### config.mk
export PLATFORM = sky130hd
export DESIGN_NAME = acv_ctrl
export DESIGN_NICKNAME = d
export VERILOG_FILES = /design/src/include/acv_pkg.sv /design/src/core/acv_ctrl.sv
export SDC_FILE = /design/constraint.sdc
export NUM_CORES = 1
export LEC_CHECK = 0
export BUFFER_PORTS_ARGS = -buffer_cell sky130_fd_sc_hd__buf_2
export CORE_UTILIZATION = 36
export DETAILED_ROUTE_END_ITERATION = 7
export MAX_ROUTING_LAYER = met4
export PLACE_DENSITY = 0.59
export SLEW_MARGIN = 10
export SYNTH_ARGS = -nofsm -noshare
export SYNTH_HDL_FRONTEND = slang
export SYNTH_SLANG_ARGS = --single-unit
### constraint.sdc
create_clock -name clk -period 35.9 [get_ports clk]
set_input_delay 0 -clock clk [delete_from_list [all_inputs] [get_ports clk]]
set_output_delay 0 -clock clk [all_outputs]
set_load 0.01 [all_outputs]
### src/include/acv_pkg.sv
// Shared constants for the converter control block.
// Assumes a 32-bit Avalon-MM slave with byte addresses.
package acv_pkg;
  // Register byte offsets, one 32-bit word each.
  localparam logic [7:0] A_CTRL = 8'h00;
  localparam logic [7:0] A_INP = 8'h04;
  localparam logic [7:0] A_SAMP = 8'h08;
  localparam logic [7:0] A_AVG = 8'h0c;
  localparam logic [7:0] A_WIN = 8'h10;
  localparam logic [7:0] A_WINLT = 8'h14;
  localparam logic [7:0] A_WINUT = 8'h18;
  localparam logic [7:0] A_GAIN = 8'h1c;
  localparam logic [7:0] A_OFFS = 8'h20;
  localparam logic [7:0] A_TRIM = 8'h24;
  localparam logic [7:0] A_TRIG = 8'h28;
  localparam logic [7:0] A_FLAG = 8'h2c;
  localparam logic [7:0] A_STAT = 8'h30;
  localparam logic [7:0] A_RES = 8'h34;
  localparam logic [7:0] A_DBG = 8'h38;
  // Control word fields.
  localparam int C_SWRST = 0;
  localparam int C_EN = 1;
  localparam int C_FREE = 2;
  localparam int C_LEFT = 3;
  localparam int C_DIFF = 4;
  localparam int C_CORR = 5;
  localparam int C_RES = 6;
  localparam int C_PRE = 8;
  // Input selection fields.
  localparam int I_POS = 0;
  localparam int I_NEG = 5;
  localparam int I_GAIN = 10;
  localparam int I_REF = 14;
  localparam logic [4:0] POS_MAX = 5'h18;
  localparam logic [4:0] NEG_MAX = 5'h09;
  localparam logic [3:0] G_MAX = 4'h4;
  localparam logic [3:0] G_DIV2 = 4'hf;
  // Window, averaging, trigger and flag fields.
  localparam int W_CH = 2;
  localparam int V_ADJ = 4;
  localparam logic [3:0] SN_MAX = 4'ha;
  localparam logic [3:0] SN_FREE = 4'h4;
  localparam int T_START = 1;
  localparam int F_RDY = 0;
  localparam int F_OVR = 1;
  localparam int F_WIN = 2;
  localparam int F_SYNC = 3;
  // Resolution codes and their widths in bits.
  localparam logic [1:0] RS_10 = 2'h1;
  localparam logic [1:0] RS_8 = 2'h2;
  localparam logic [4:0] RB_12 = 5'h0c;
  localparam logic [4:0] RB_10 = 5'h0a;
  localparam logic [4:0] RB_8 = 5'h08;
  localparam logic [4:0] RB_FULL = 5'h10;
  // Gain correction of 1.0 and its fraction width; base divide.
  localparam logic [11:0] GC_ONE = 12'h800;
  localparam int GC_SHIFT = 11;
  localparam logic [9:0] PRE_BASE = 10'h004;
  typedef enum logic [1:0] {ST_IDLE, ST_SAMP, ST_CONV} acv_st_t;
endpackage : acv_pkg
### src/core/acv_ctrl.sv
// Converter control: register slave, sequencing, result processing.
// Assumes the analog macro delivers a 12-bit code on ana_data that
// is valid at the last convert tick, and that all inputs are
// synchronous to clk.
`timescale 1ns/100ps
// Function
// - Resolution selectable 8, 10 or 12 bits; lower takes fewer ticks.
// - A single undecimated result is left or right aligned as configured.
// - Differential results are signed, single-ended unsigned.
// - Conversion starts on a software command or an event.
// - Exactly one event input triggers a conversion.
// - Positive input 0..24 and negative input 0..9 are selectable.
// - Gain is selectable from one half to sixteen.
// - Results on a chosen channel are compared to window thresholds.
// - Reference is chosen by a four-bit setting.
// - Samples can be accumulated and decimated to 16 bits.
// - Gain and offset errors are corrected in hardware.
// - Conversion continues in sleep while the clock runs.
// - Pending flags raise a request that can wake the system.
// - Result and window events go out while asleep.
// - Control and input writes take effect at a converter tick.
// - Debug halt stops conversion unless debug-run is set.
// - Protection blocks all writes except the flag register.
// - Debugger writes pass protection.
// - Writing the start bit launches a conversion.
// - Free-running restarts at the end of each conversion.
// - New result overwrites; unread result raises overrun.
// - Soft reset returns all but the debug register to reset values and disables.
module acv_ctrl (
  // Clock and reset.
  input wire logic clk,
  input wire logic rst,
  // Avalon-MM register slave.
  input wire logic [7:0] avs_address,
  input wire logic avs_read,
  input wire logic avs_write,
  input wire logic [31:0] avs_writedata,
  input wire logic [3:0] avs_byteenable,
  output logic [31:0] avs_readdata,
  output logic avs_waitrequest,
  // Event system and interrupt request.
  input wire logic evt_start,
  output logic evt_result_ready_flag,
  output logic evt_winmon,
  output logic irq,
  // Debug and access protection.
  input wire logic dbg_halt,
  input wire logic dbg_access,
  input wire logic prot_en,
  // Analog macro.
  input wire logic [11:0] ana_data,
  output logic ana_sample,
  output logic ana_convert,
  output logic [4:0] mux_pos,
  output logic [4:0] mux_neg,
  output logic [3:0] gain_sel,
  output logic [3:0] ref_sel,
  output logic diff_mode,
  output logic [15:0] trim_value
);

  typedef struct packed {
    logic wait_r;
    logic [31:0] rdata;
    logic [10:0] ctrl;
    logic [10:0] ctrl_sh;
    logic [17:0] inp;
    logic [17:0] inp_sh;
    logic sync_pend;
    logic start_pend;
    logic [5:0] samplen;
    logic [6:0] avg;
    logic [6:0] win;
    logic [15:0] winlt;
    logic [15:0] winut;
    logic [11:0] gcorr;
    logic [11:0] ocorr;
    logic [15:0] trim;
    logic dbgrun;
    logic [3:0] flags;
    logic [15:0] result;
    logic [9:0] pcnt;
    acv_pkg::acv_st_t st;
    logic [5:0] cnt;
    logic [27:0] acc;
    logic [10:0] nacc;
    logic ana_samp;
    logic ana_conv;
    logic evt_res;
    logic evt_win;
    logic irq;
  } acv_state_t;

  acv_state_t s_r;
  acv_state_t s_nxt;

  // Reset image; the debug-run bit is passed in so soft reset keeps it.
  function automatic acv_state_t rst_val(logic dbg);
    acv_state_t r;
    r = '0;
    r.wait_r = 1'b1;
    r.gcorr = acv_pkg::GC_ONE;
    r.st = acv_pkg::ST_IDLE;
    r.dbgrun = dbg;
    return r;
  endfunction : rst_val

  // Byte-lane merge of a write into the current word.
  function automatic logic [31:0] merge(logic [31:0] cur,
                                        logic [31:0] wd,
                                        logic [3:0] be);
    logic [31:0] r;
    r = cur;
    for (int i = 0; i < 4; i++) begin
      if (be[i]) begin
        r[i*8 +: 8] = wd[i*8 +: 8];
      end
    end
    return r;
  endfunction : merge

  // Result width in bits for a resolution code.
  function automatic logic [4:0] res_bits(logic [1:0] rs);
    case (rs)
      acv_pkg::RS_10: res_bits = acv_pkg::RB_10;
      acv_pkg::RS_8: res_bits = acv_pkg::RB_8;
      default: res_bits = acv_pkg::RB_12;
    endcase
  endfunction : res_bits

  // Keeps the top bits of the code, signed when differential.
  function automatic logic signed [16:0] samp_val(logic [11:0] d,
                                                  logic [1:0] rs,
                                                  logic dif);
    logic [4:0] sh;
    sh = acv_pkg::RB_FULL - res_bits(rs);
    if (dif) begin
      samp_val = $signed({d[11], d, 4'h0}) >>> sh;
    end else begin
      samp_val = $signed({1'b0, d, 4'h0}) >>> sh;
    end
  endfunction : samp_val

  // Reserved selections are refused so the mux never sees them.
  function automatic logic inp_ok(logic [17:0] v);
    logic [3:0] g;
    g = v[acv_pkg::I_GAIN +: 4];
    inp_ok = (v[acv_pkg::I_POS +: 5] <= acv_pkg::POS_MAX) &&
             (v[acv_pkg::I_NEG +: 5] <= acv_pkg::NEG_MAX) &&
             (g <= acv_pkg::G_MAX || g == acv_pkg::G_DIV2);
  endfunction : inp_ok

  // Window test: 1 above low, 2 below high, 3 inside both.
  function automatic logic win_hit(logic [1:0] m,
                                   logic signed [16:0] v,
                                   logic signed [16:0] lt,
                                   logic signed [16:0] ut);
    case (m)
      2'h1: win_hit = v > lt;
      2'h2: win_hit = v < ut;
      2'h3: win_hit = (v > lt) && (v < ut);
      default: win_hit = 1'b0;
    endcase
  endfunction : win_hit

  // Decoded bus strobes; a write lands only on the accepting edge.
  logic req;
  logic rd_go;
  logic wr_go;
  logic wr_ok;
  logic [31:0] wv;
  assign req = avs_read || avs_write;
  assign rd_go = avs_read && !s_r.wait_r;
  assign wr_go = avs_write && !s_r.wait_r;
  assign wr_ok = wr_go && (!prot_en || dbg_access ||
                 avs_address == acv_pkg::A_FLAG);

  // Converter tick; no sleep input gates it, only a debug halt.
  logic run;
  logic tick;
  logic en;
  logic dif;
  logic [9:0] lim;
  assign run = !(dbg_halt && !s_r.dbgrun);
  assign lim = 10'((acv_pkg::PRE_BASE <<
                    s_r.ctrl[acv_pkg::C_PRE +: 3]) - 10'h001);
  assign tick = run && s_r.pcnt == lim;
  assign en = s_r.ctrl[acv_pkg::C_EN];
  assign dif = s_r.ctrl[acv_pkg::C_DIFF];

  // Sample path: truncate, correct, accumulate, decimate.
  logic signed [16:0] smp;
  logic signed [17:0] d18;
  logic signed [30:0] prod;
  logic signed [30:0] psh;
  logic signed [16:0] cval;
  logic signed [27:0] acc_n;
  logic signed [27:0] rsh;
  logic [3:0] nlog;
  logic [4:0] shift;
  logic [4:0] lsh;
  logic last;
  logic fin;
  logic [15:0] r16;
  logic hit;
  assign smp = samp_val(ana_data, s_r.ctrl[acv_pkg::C_RES +: 2], dif);
  assign d18 = {smp[16], smp} - {{6{s_r.ocorr[11]}}, s_r.ocorr};
  assign prod = d18 * $signed({1'b0, s_r.gcorr});
  assign psh = prod >>> acv_pkg::GC_SHIFT;
  assign cval = s_r.ctrl[acv_pkg::C_CORR] ? psh[16:0] : smp;
  assign acc_n = $signed(s_r.acc) + {{11{cval[16]}}, cval};
  assign nlog = (s_r.avg[3:0] > acv_pkg::SN_MAX) ? acv_pkg::SN_MAX
                : s_r.avg[3:0];
  assign shift = ((nlog > acv_pkg::SN_FREE) ?
                  {1'b0, nlog - acv_pkg::SN_FREE} : 5'h00) +
                 {2'h0, s_r.avg[acv_pkg::V_ADJ +: 3]};
  assign rsh = acc_n >>> shift;
  assign lsh = acv_pkg::RB_FULL - res_bits(s_r.ctrl[acv_pkg::C_RES +: 2]);
  assign last = s_r.nacc == 11'((11'h001 << nlog) - 11'h001);
  assign fin = tick && s_r.st == acv_pkg::ST_CONV && s_r.cnt == '0;
  // Alignment only makes sense for a single undecimated sample.
  assign r16 = (s_r.ctrl[acv_pkg::C_LEFT] && nlog == '0 &&
                shift == '0) ? 16'(cval[15:0] << lsh)
               : rsh[15:0];
  assign hit = win_hit(s_r.win[1:0],
                       dif ? {r16[15], r16} : {1'b0, r16},
                       dif ? {s_r.winlt[15], s_r.winlt}
                           : {1'b0, s_r.winlt},
                       dif ? {s_r.winut[15], s_r.winut}
                           : {1'b0, s_r.winut}) &&
               s_r.win[acv_pkg::W_CH +: 5] ==
               s_r.inp[acv_pkg::I_POS +: 5];

  // Next-state logic for the whole block.
  always_comb begin
    logic [3:0] fset;
    logic [3:0] fclr;
    fset = '0;
    fclr = '0;
    s_nxt = s_r;
    s_nxt.evt_res = 1'b0;
    s_nxt.evt_win = 1'b0;
    // One wait cycle, then accept; read data is loaded with it.
    s_nxt.wait_r = !(req && s_r.wait_r);
    if (req && s_r.wait_r) begin
      case (avs_address)
        acv_pkg::A_CTRL: s_nxt.rdata = 32'(s_r.ctrl_sh);
        acv_pkg::A_INP: s_nxt.rdata = 32'(s_r.inp_sh);
        acv_pkg::A_SAMP: s_nxt.rdata = 32'(s_r.samplen);
        acv_pkg::A_AVG: s_nxt.rdata = 32'(s_r.avg);
        acv_pkg::A_WIN: s_nxt.rdata = 32'(s_r.win);
        acv_pkg::A_WINLT: s_nxt.rdata = 32'(s_r.winlt);
        acv_pkg::A_WINUT: s_nxt.rdata = 32'(s_r.winut);
        acv_pkg::A_GAIN: s_nxt.rdata = 32'(s_r.gcorr);
        acv_pkg::A_OFFS: s_nxt.rdata = 32'(s_r.ocorr);
        acv_pkg::A_TRIM: s_nxt.rdata = 32'(s_r.trim);
        acv_pkg::A_FLAG: s_nxt.rdata = 32'(s_r.flags);
        acv_pkg::A_STAT: s_nxt.rdata = 32'({s_r.sync_pend,
                                   s_r.st != acv_pkg::ST_IDLE});
        acv_pkg::A_RES: s_nxt.rdata = 32'(s_r.result);
        acv_pkg::A_DBG: s_nxt.rdata = 32'(s_r.dbgrun);
        default: s_nxt.rdata = '0;
      endcase
    end
    // Prescaler; it freezes during a debug halt.
    if (run) begin
      s_nxt.pcnt = tick ? '0 : s_r.pcnt + 10'h001;
    end
    // Shadowed settings move over only at a converter tick.
    if (tick && s_r.sync_pend) begin
      s_nxt.ctrl = s_r.ctrl_sh;
      s_nxt.inp = s_r.inp_sh;
      s_nxt.sync_pend = 1'b0;
      fset[acv_pkg::F_SYNC] = 1'b1;
    end
    // Conversion sequencer.
    case (s_r.st)
      acv_pkg::ST_IDLE: begin
        if (tick && en && s_r.start_pend) begin
          s_nxt.st = acv_pkg::ST_SAMP;
          s_nxt.cnt = s_r.samplen;
          s_nxt.start_pend = 1'b0;
        end
      end
      acv_pkg::ST_SAMP: begin
        if (tick && s_r.cnt == '0) begin
          s_nxt.st = acv_pkg::ST_CONV;
          s_nxt.cnt = 6'((res_bits(s_r.ctrl[acv_pkg::C_RES +: 2]) >> 1)
                         - 5'h01);
        end else if (tick) begin
          s_nxt.cnt = s_r.cnt - 6'h01;
        end
      end
      acv_pkg::ST_CONV: begin
        if (fin) begin
          s_nxt.acc = last ? '0 : acc_n;
          s_nxt.nacc = last ? '0 : s_r.nacc + 11'h001;
          if (last) begin
            s_nxt.result = r16;
            fset[acv_pkg::F_RDY] = 1'b1;
            fset[acv_pkg::F_OVR] = s_r.flags[acv_pkg::F_RDY];
            fset[acv_pkg::F_WIN] = hit;
            s_nxt.evt_res = 1'b1;
            s_nxt.evt_win = hit;
          end
          // Averaging keeps going; free-running restarts on its own.
          if (!last || s_r.ctrl[acv_pkg::C_FREE]) begin
            s_nxt.st = acv_pkg::ST_SAMP;
            s_nxt.cnt = s_r.samplen;
          end else begin
            s_nxt.st = acv_pkg::ST_IDLE;
          end
        end else if (tick) begin
          s_nxt.cnt = s_r.cnt - 6'h01;
        end
      end
      default: s_nxt.st = acv_pkg::ST_IDLE;
    endcase
    if (!en) begin
      s_nxt.st = acv_pkg::ST_IDLE;
      s_nxt.start_pend = 1'b0;
      s_nxt.acc = '0;
      s_nxt.nacc = '0;
    end
    // Start requests arrive after the sequencer so none is lost.
    if (en && evt_start) begin
      s_nxt.start_pend = 1'b1;
    end
    // Reading the result acknowledges it.
    if (rd_go && avs_address == acv_pkg::A_RES) begin
      fclr[acv_pkg::F_RDY] = 1'b1;
    end
    // Register writes.
    if (wr_ok) begin
      case (avs_address)
        acv_pkg::A_CTRL: begin
          wv = merge(32'(s_r.ctrl_sh), avs_writedata, avs_byteenable);
          s_nxt.ctrl_sh = wv[10:0];
          s_nxt.sync_pend = 1'b1;
        end
        acv_pkg::A_INP: begin
          wv = merge(32'(s_r.inp_sh), avs_writedata, avs_byteenable);
          if (inp_ok(wv[17:0])) begin
            s_nxt.inp_sh = wv[17:0];
            s_nxt.sync_pend = 1'b1;
          end
        end
        acv_pkg::A_SAMP: begin
          wv = merge(32'(s_r.samplen), avs_writedata, avs_byteenable);
          s_nxt.samplen = wv[5:0];
        end
        acv_pkg::A_AVG: begin
          wv = merge(32'(s_r.avg), avs_writedata, avs_byteenable);
          s_nxt.avg = wv[6:0];
        end
        acv_pkg::A_WIN: begin
          wv = merge(32'(s_r.win), avs_writedata, avs_byteenable);
          s_nxt.win = wv[6:0];
        end
        acv_pkg::A_WINLT: begin
          wv = merge(32'(s_r.winlt), avs_writedata, avs_byteenable);
          s_nxt.winlt = wv[15:0];
        end
        acv_pkg::A_WINUT: begin
          wv = merge(32'(s_r.winut), avs_writedata, avs_byteenable);
          s_nxt.winut = wv[15:0];
        end
        acv_pkg::A_GAIN: begin
          wv = merge(32'(s_r.gcorr), avs_writedata, avs_byteenable);
          s_nxt.gcorr = wv[11:0];
        end
        acv_pkg::A_OFFS: begin
          wv = merge(32'(s_r.ocorr), avs_writedata, avs_byteenable);
          s_nxt.ocorr = wv[11:0];
        end
        acv_pkg::A_TRIM: begin
          wv = merge(32'(s_r.trim), avs_writedata, avs_byteenable);
          s_nxt.trim = wv[15:0];
        end
        acv_pkg::A_TRIG: begin
          wv = merge(32'h0, avs_writedata, avs_byteenable);
          s_nxt.start_pend = s_nxt.start_pend ||
                             (en && wv[acv_pkg::T_START]);
        end
        acv_pkg::A_FLAG: begin
          wv = merge(32'h0, avs_writedata, avs_byteenable);
          fclr = fclr | wv[3:0];
        end
        acv_pkg::A_DBG: begin
          wv = merge(32'(s_r.dbgrun), avs_writedata, avs_byteenable);
          s_nxt.dbgrun = wv[0];
        end
        default: wv = '0;
      endcase
    end else begin
      wv = '0;
    end
    // Hardware set beats a software clear in the same cycle.
    s_nxt.flags = (s_r.flags & ~fclr) | fset;
    // Soft reset acts at once, not through the shadow.
    if (wr_ok && avs_address == acv_pkg::A_CTRL &&
        avs_byteenable[0] && avs_writedata[acv_pkg::C_SWRST]) begin
      s_nxt = rst_val(s_r.dbgrun);
    end
    s_nxt.irq = |s_nxt.flags;
    s_nxt.ana_samp = s_nxt.st == acv_pkg::ST_SAMP;
    s_nxt.ana_conv = s_nxt.st == acv_pkg::ST_CONV;
  end

  // State register.
  always_ff @(posedge clk) begin
    if (rst) begin
      s_r <= rst_val(1'b0);
    end else begin
      s_r <= s_nxt;
    end
  end

  // Outputs come straight from the state register.
  assign avs_readdata = s_r.rdata;
  assign avs_waitrequest = s_r.wait_r;
  assign evt_result_ready_flag = s_r.evt_res;
  assign evt_winmon = s_r.evt_win;
  assign irq = s_r.irq;
  assign ana_sample = s_r.ana_samp;
  assign ana_convert = s_r.ana_conv;
  assign mux_pos = s_r.inp[acv_pkg::I_POS +: 5];
  assign mux_neg = s_r.inp[acv_pkg::I_NEG +: 5];
  assign gain_sel = s_r.inp[acv_pkg::I_GAIN +: 4];
  assign ref_sel = s_r.inp[acv_pkg::I_REF +: 4];
  assign diff_mode = s_r.ctrl[acv_pkg::C_DIFF];
  assign trim_value = s_r.trim;
endmodule : acv_ctrl

==> After elaboration in Yosys (flattened, before gate mapping) <==
Index checks and enable logic that the tools add are counted.
{ "classes": {"n_addsub": 11, "mul": 1, "magnitude_cmp": 7, "n_eq_ne": 30, "shift": 6, "n_mux": 88, "bitwise": 9, "reduce_logical": 70} }
{ "ops": {"columns": ["cell", "n"], "rows": [
  ["one-hot mux 18 bit (14 select lines)", 1],
  ["2-to-1 mux 8 bit", 15],
  ["2-to-1 mux 39 bit", 3],
  ["2-to-1 mux 16 bit", 7],
  ["2-to-1 mux 95 bit", 1],
  ["2-to-1 mux 17 bit", 5],
  ["2-to-1 mux 82 bit", 1],
  ["== test 8 x 6 -> 1 bit (second input constant)", 7],
  ["AND reduction 3 bit", 18],
  ["2-to-1 mux 4 bit", 9],
  ["2-to-1 mux 6 bit", 6],
  ["== test 8 x 5 -> 1 bit (second input constant)", 4],
  ["adder 28 bit", 1],
  ["multiplier 18 x 13 -> 28 bit", 1],
  ["2-to-1 mux 28 bit", 1],
  ["2-to-1 mux 7 bit", 4],
  [">>> shifter 28 x 5 -> 16 bit", 1],
  ["logical AND 1 bit", 24],
  ["2-to-1 mux 12 bit", 2],
  ["2-to-1 mux 10 bit", 2],
  ["one-hot mux 6 bit (3 select lines)", 1],
  ["subtractor 17 x 12 -> 18 bit", 1],
  ["greater-than comparator 17 bit", 1],
  ["< comparator 17 bit", 1],
  ["other kinds (59)", 105]
]} }
{ "word_totals": {"regBits": 268, "inputBits": 64, "output_inout_bits": 73, "word_cells": 259} }

==> Logic depth before layout (Yosys ltp) <==
{ "depth": {"word_depth": 22, "depth_mapped": 62, "mapped_depth_nobuf": 60} }

==> Least setup slack after synthesis <==
OpenSTA, ideal clock, no wires.
{ "synth_path": {"path_kind": "register to register", "start": "register s_r[231] (netlist bit)", "end": "register s_r[80] (netlist bit)", "t_arrival_ns": 12.016, "path_slack_ns": 23.756, "path_stages_with_launch": 54, "synth_period_minus_slack_ns": 12.144, "cell_sequence": "dfxtp_1 clkbuf_1 clkbuf_1 inv_1 clkbuf_1 o21ai_0 o21ai_0 ha_1 nand2_1 a21oi_1 a211o_1 a21o_1 a21oi_1 xnor2_1 clkbuf_1 nand2_1 fa_1 fa_1 [... 18 more ...] a31o_2 nor2b_1 a211oi_1 a21oi_1 a21o_1 a21o_2 or3_4 o221ai_2 o32ai_1 or2_1 ha_1 and4_1 nand4_1 or4_1 o21ai_0 nor3_1 o2111a_1 o21bai_1"} }
{ "synth_between": {"elab_chain_cells": 21} }
{ "synth_rtl": {"columns": ["element", "line_no", "rtl"], "rows": [
  ["start, declared", "acv_ctrl.sv:94", "acv_state_t s_r;"],
  ["start signal, assigned", "acv_ctrl.sv:413", "s_r <= rst_val(1'b0);"],
  ["start signal, assigned", "acv_ctrl.sv:415", "s_r <= s_nxt;"],
  ["== test 2 bit / == test 2 x 1 -> 1 bit (equally long branches)", "acv_ctrl.sv:124", "case (rs)"],
  ["one-hot mux 3 bit (2 select lines) (*)", "acv_ctrl.sv:124", null],
  ["subtractor 5 bit (*)", "acv_ctrl.sv:136, acv_ctrl.sv:218", null],
  [">>> shifter 17 x 5 -> 17 bit / >>> shifter 16 x 5 -> 17 bit (equally long branches)", "acv_ctrl.sv:140, acv_ctrl.sv:138", null],
  ["2-to-1 mux 17 bit", "acv_ctrl.sv:137", "if (dif) begin"],
  ["subtractor 17 x 12 -> 18 bit", "acv_ctrl.sv:207", "assign d18 = {smp[16], smp} - {{6{s_r.ocorr[11]}}, s_r.ocorr};"],
  ["multiplier 18 x 13 -> 28 bit", "acv_ctrl.sv:208", "assign prod = d18 * $signed({1'b0, s_r.gcorr});"],
  ["2-to-1 mux 17 bit", "acv_ctrl.sv:210", "assign cval = s_r.ctrl[acv_pkg::C_CORR] ? psh[16:0] : smp;"],
  ["[... 3 more ...]", null, null],
  ["net r16[15]", "acv_ctrl.sv:204", "logic [15:0] r16;"],
  ["[... 2 more ...]", null, null],
  ["logical AND 1 bit", "acv_ctrl.sv:161", "2'h3: win_hit = (v > lt) && (v < ut);"],
  ["one-hot mux 1 bit (3 select lines) (*)", "acv_ctrl.sv:158", "case (m)"],
  ["logical AND 1 bit (*)", "acv_ctrl.sv:230", ": {1'b0, s_r.winut}) &&"],
  ["2-to-1 mux 3 bit (*)", "acv_ctrl.sv:298", "if (last) begin"],
  ["2-to-1 mux 3 bit (*)", "acv_ctrl.sv:295", "if (fin) begin"],
  ["2-to-1 mux 3 bit (*)", "acv_ctrl.sv:277", "case (s_r.st)"],
  ["OR 4 bit (*)", "acv_ctrl.sv:399", "s_nxt.flags = (s_r.flags & ~fclr) | fset;"],
  ["2-to-1 mux 82 bit (*)", "acv_ctrl.sv:401", "if (wr_ok && avs_address == acv_pkg::A_CTRL &&"]
]} }
The timed path passes the listed nets; every way through them passes the cells marked *.
A chain may end at the register's enable or synchronous reset.

==> Final worst setup path <==
Same ends and word-level chain as after synthesis.

==> impl_metrics.xml <==
<?xml version="1.0" encoding="UTF-8"?>
<metrics>
  <group name="floorplan">
    <metric name="die_area" unit="mm2">0.06804</metric>
    <metric name="die-width" unit="um">260.8</metric>
    <metric name="floorplan.io_pins" unit="">137</metric>
    <metric name="starting_utilization_of_the_core_area" unit="%">36.56</metric>
    <metric name="die_height" unit="um">260.8</metric>
    <metric name="core_region_area" unit="mm2">0.06598</metric>
    <metric name="rows" unit="">94</metric>
  </group>
  <group name="synth">
    <metric name="synth.cells.most_frequent" unit="">398 x nand2_1, 315 x inv_1, 270 x a21oi_1</metric>
    <metric name="postSynthAreaPerCell" unit="um2">7.872</metric>
    <metric name="synth_edf_count" unit="">0</metric>
    <metric name="postSynthRegisterBits" unit="">253</metric>
    <metric name="ys_seq_area_share" unit="%">21.00</metric>
    <metric name="postSynth.asyncResetShare" unit="%">0</metric>
    <metric name="synthMostInstantiatedCell" unit="">nand2_1</metric>
    <metric name="synth.lib_cells_used.distinct" unit="">90</metric>
    <metric name="synth_largest_area_cell" unit="">dfxtp_1</metric>
    <metric name="synth_flop_cell" unit="">dfxtp_1</metric>
    <metric name="synthDominantCellAreaShare" unit="%">21.00</metric>
    <metric name="syn_area" unit="mm2">0.02412</metric>
    <metric name="synthesis.instances" unit="">3064</metric>
    <metric name="ys.warnings.count" unit="">0</metric>
    <metric name="post_synth_main_area_contributors" unit="">dfxtp_1 21%, fa_1 15%, ha_1 7.8%</metric>
  </group>
  <group name="clock_network">
    <metric name="clk_latency" unit="ps">600</metric>
    <metric name="count_of_cells_resized_by_post_cts_repair" unit="">0</metric>
    <metric name="cts-htree-levels" unit="">1</metric>
    <metric name="cts_buffers" unit="">30</metric>
    <metric name="cts.reportedPaths.clkPinSlew" unit="ps">60</metric>
    <metric name="cts_tree" unit="">done</metric>
    <metric name="root_buffer" unit="">clkbuf_16</metric>
    <metric name="tritoncts_num_sinks" unit="">253</metric>
    <metric name="cts-root-to-sink-buffers" unit="">3</metric>
  </group>
  <group name="min_path">
    <metric name="min_from" unit="">avs_address[5]</metric>
    <metric name="timing.hold.worst_path_depth" unit="">5</metric>
    <metric name="min_to" unit="">s_r[175]</metric>
    <metric name="hold_path_class" unit="">in -&gt; reg</metric>
  </group>
  <group name="route">
    <metric name="via_per_inst" unit="">5.358</metric>
    <metric name="average_wire_length_per_cell_after_detail_routing" unit="um">18.41</metric>
    <metric name="drc_errors" unit="">4</metric>
    <metric name="postRouteWirelength" unit="um">72340</metric>
    <metric name="num_vias" unit="">21051</metric>
    <metric name="first_iter_violations" unit="">1681</metric>
    <metric name="ant_nets" unit="">0</metric>
    <metric name="detail_route.first_pass.iterations" unit="">8</metric>
  </group>
  <group name="grt">
    <metric name="grt_pass1_vias" unit="">19963</metric>
    <metric name="global_route_wire_length_before_repair" unit="um">113700</metric>
    <metric name="grt_use_total" unit="%">21.67</metric>
    <metric name="overflow" unit="">0</metric>
    <metric name="initial_antenna_violation_count" unit="">0</metric>
    <metric name="grt.busiest_layer" unit="">met2</metric>
    <metric name="grt_max_degree" unit="">95</metric>
    <metric name="met3_usage" unit="%">2.389</metric>
    <metric name="grt.met1_usage" unit="%">29.83</metric>
    <metric name="grt_util_met2" unit="%">34.06</metric>
  </group>
  <group name="critical_path">
    <metric name="cp_slowest_cell" unit="">o32ai_1</metric>
    <metric name="setup.worst_path.start_class" unit="">flip-flop</metric>
    <metric name="rr_worst_depth" unit="">50</metric>
    <metric name="worstSetupPathType" unit="">reg -&gt; reg</metric>
    <metric name="timing.reg2reg.setup_slack" unit="ps">21550</metric>
    <metric name="critical_path.startpoint" unit="">s_r[231]</metric>
    <metric name="endpoint_kind" unit="">flip-flop</metric>
    <metric name="data_required_time_at_the_worst_endpoint" unit="ps">36360</metric>
    <metric name="regToRegEndpoint" unit="">s_r[80]</metric>
    <metric name="cp_slowest_stage_delay" unit="ps">720</metric>
    <metric name="cp.arrival" unit="ps">14810</metric>
    <metric name="critPathMaxFanout" unit="">44</metric>
    <metric name="critical_path.reg2reg.startpoint" unit="">s_r[231]</metric>
  </group>
  <group name="final_layout">
    <metric name="syn_to_final_growth" unit="%">9.167</metric>
    <metric name="post_route_cells_drive_above_1_share" unit="%">8.450</metric>
    <metric name="finalNonFillerCells" unit="">3929</metric>
    <metric name="num-nets-final" unit="">3439</metric>
    <metric name="final_core_util" unit="%">39.91</metric>
    <metric name="antennaDiodeCount" unit="">0</metric>
  </group>
  <group name="power_and_ir_drop">
    <metric name="power.static_leakage" unit="nW">10.88</metric>
    <metric name="total_power" unit="uW">672.1</metric>
    <metric name="power.density_cell_area" unit="mW/mm2">25.52</metric>
    <metric name="peakVddDrop" unit="uV">42.41</metric>
  </group>
  <group name="placement">
    <metric name="detailedPlacementHpwl" unit="um">54630</metric>
    <metric name="gpl.final_weighted_congestion" unit="">0.9038</metric>
    <metric name="portBuffers" unit="">107</metric>
    <metric name="place_inst" unit="">3846</metric>
    <metric name="dp_worst_setup_slack" unit="ps">21750</metric>
  </group>
  <group name="timing">
    <metric name="slew-limit-headroom" unit="%">17.46</metric>
    <metric name="grt_setup_unrepaired" unit="">no</metric>
    <metric name="finalWorstPathRequiredPeriod" unit="ps">14350</metric>
    <metric name="fmaxAchievable" unit="GHz">0.06971</metric>
    <metric name="post-route-worst-setup-slack" unit="ps">21550</metric>
    <metric name="setup_total_negative_slack" unit="ps">0</metric>
    <metric name="timing.final.setup_violations" unit="">0</metric>
    <metric name="number_of_max_slew_violations_in_the_final_report" unit="">0</metric>
    <metric name="clock-skew-final" unit="ps">19.53</metric>
    <metric name="finalCritPeriodShare" unit="%">39.96</metric>
    <metric name="actual_transition_at_the_worst_max_transition_pin" unit="ps">1228</metric>
    <metric name="report.final.hold_viol_count" unit="">0</metric>
  </group>
  <group name="run_status">
    <metric name="run_status" unit="">complete, but fails checks</metric>
    <metric name="violations_in_the_final_reports" unit="">design-rule violations</metric>
  </group>
  <group name="job">
    <metric name="drv_cap" unit="">0</metric>
  </group>
</metrics>
## cells in the final DEF (no fill, tap or decap), types with 14 or more instances in the layout
master | synthesis | final
mux2i_1 | 85 | 85
buf_2 | 5 | 107
nand2_1 | 398 | 398
conb_1 | 1 | 14
nand3_1 | 121 | 121
o211ai_1 | 20 | 20
nor3_1 | 34 | 34
buf_4 | 66 | 46
o21ai_0 | 106 | 105
xnor2_1 | 65 | 64
a211oi_1 | 30 | 30
a221oi_1 | 26 | 26
a21oi_1 | 270 | 269
clkbuf_16 | 0 | 30
ha_1 | 150 | 150
xor2_1 | 36 | 35
and3_1 | 21 | 21
a21o_1 | 41 | 40
nand2b_1 | 26 | 26
a22oi_1 | 42 | 42
dfxtp_1 | 253 | 253
nor2_1 | 201 | 194
nand4_1 | 29 | 29
fa_1 | 183 | 183
and2_1 | 102 | 102
o21a_1 | 22 | 22
dlygate4sd3_1 | 0 | 28
inv_1 | 315 | 315
a31oi_1 | 20 | 19
nor2b_1 | 30 | 30
## metal layers
metal  up-vias  part of all wire, %  wire, um
met2       525                   46     33540
met5         -                    0         0
li1      10256                    -         -
met3        80                  5.9      4274
met4         0                  1.8      1337
met1     10190                   46     33190
## how the worst max path moves through the flow
stage               to  cells after the start  slack [ps]
6_report       s_r[80]                     50       21550
5_1_grt        s_r[80]                     50       20620
4_1_cts        s_r[80]                     50       21700
3_5_place_dp   s_r[80]                     50       21750
3_3_place_gp   s_r[80]                     47       21770
2_1_floorplan  s_r[80]                     53       23760
## report_power, final
group          leakage [nW]  internal, mW  total, mW  switching (mW)
registers              2.04         0.281      0.281        0.000367
logic                  8.34        0.0249     0.0715          0.0466
clock network         0.510         0.188      0.319           0.131
total                  10.9         0.494      0.672           0.178
## through the flow
| step | instance area [um2] | hold WS, ps |
|---|---|---|
| detailed placement | 25010 | 239.5 |
| floorplan | 24170 | 72.38 |
| global placement | 25010 | 234.2 |
| CTS | 26330 | 58.34 |
| global route | 26330 | 143.1 |
| finish | 26330 | 81.32 |
## cells by family (layout without fill, tap and decap cells)
kind of cell             Yosys count  count (layout)  share of synthesized area [%]
buffers and inverters            566             554                          9.861
multiplexers                      98              98                          4.321
flip-flops                       253             253                          21.00
AO/OA/AOI/OAI                    686             686                          18.07
XOR/XNOR                         103             103                          3.875
other                              1              14                        0.01555
AND/OR/NAND/NOR                 1024            1024                          19.88
adder cells (fa/ha/maj)          333             333                          22.97
## sequential cells by signal (all words and copies together) (netlist names), 4 cells and up
register / cells
ref_sel: 4
trim_value: 16
s_r: 193
avs_readdata: 18
mux_pos: 5
gain_sel: 4
mux_neg: 5
## area by class of cell
cell class / count / area, um2
clock inverter: 11 / 135.1
tap: 864 / 1081
inverter: 318 / 1194
fill: 6834 / 39650
timing repair buffer: 181 / 1161
multi-input combinational: 2258 / 16790
clock buffer: 44 / 903.4
sequential: 253 / 5065
## critical path: cells and delay by family, from the launching register on
kind / cells / cell delay [ps]
flops: 1 / 300
fa+ha+maj: 9 / 3950
simple gates: 12 / 2310
mux: 2 / 470
compound gates: 18 / 5300
xor+xnor: 2 / 360
buf+inv: 7 / 1470
## what timing repair did
item | in CTS | in global routing
hold buffers | 28 | 0
hold endpoints to repair | 136 | 0
setup buffers | 0 | 0
(Power assumes the default switching activity.)
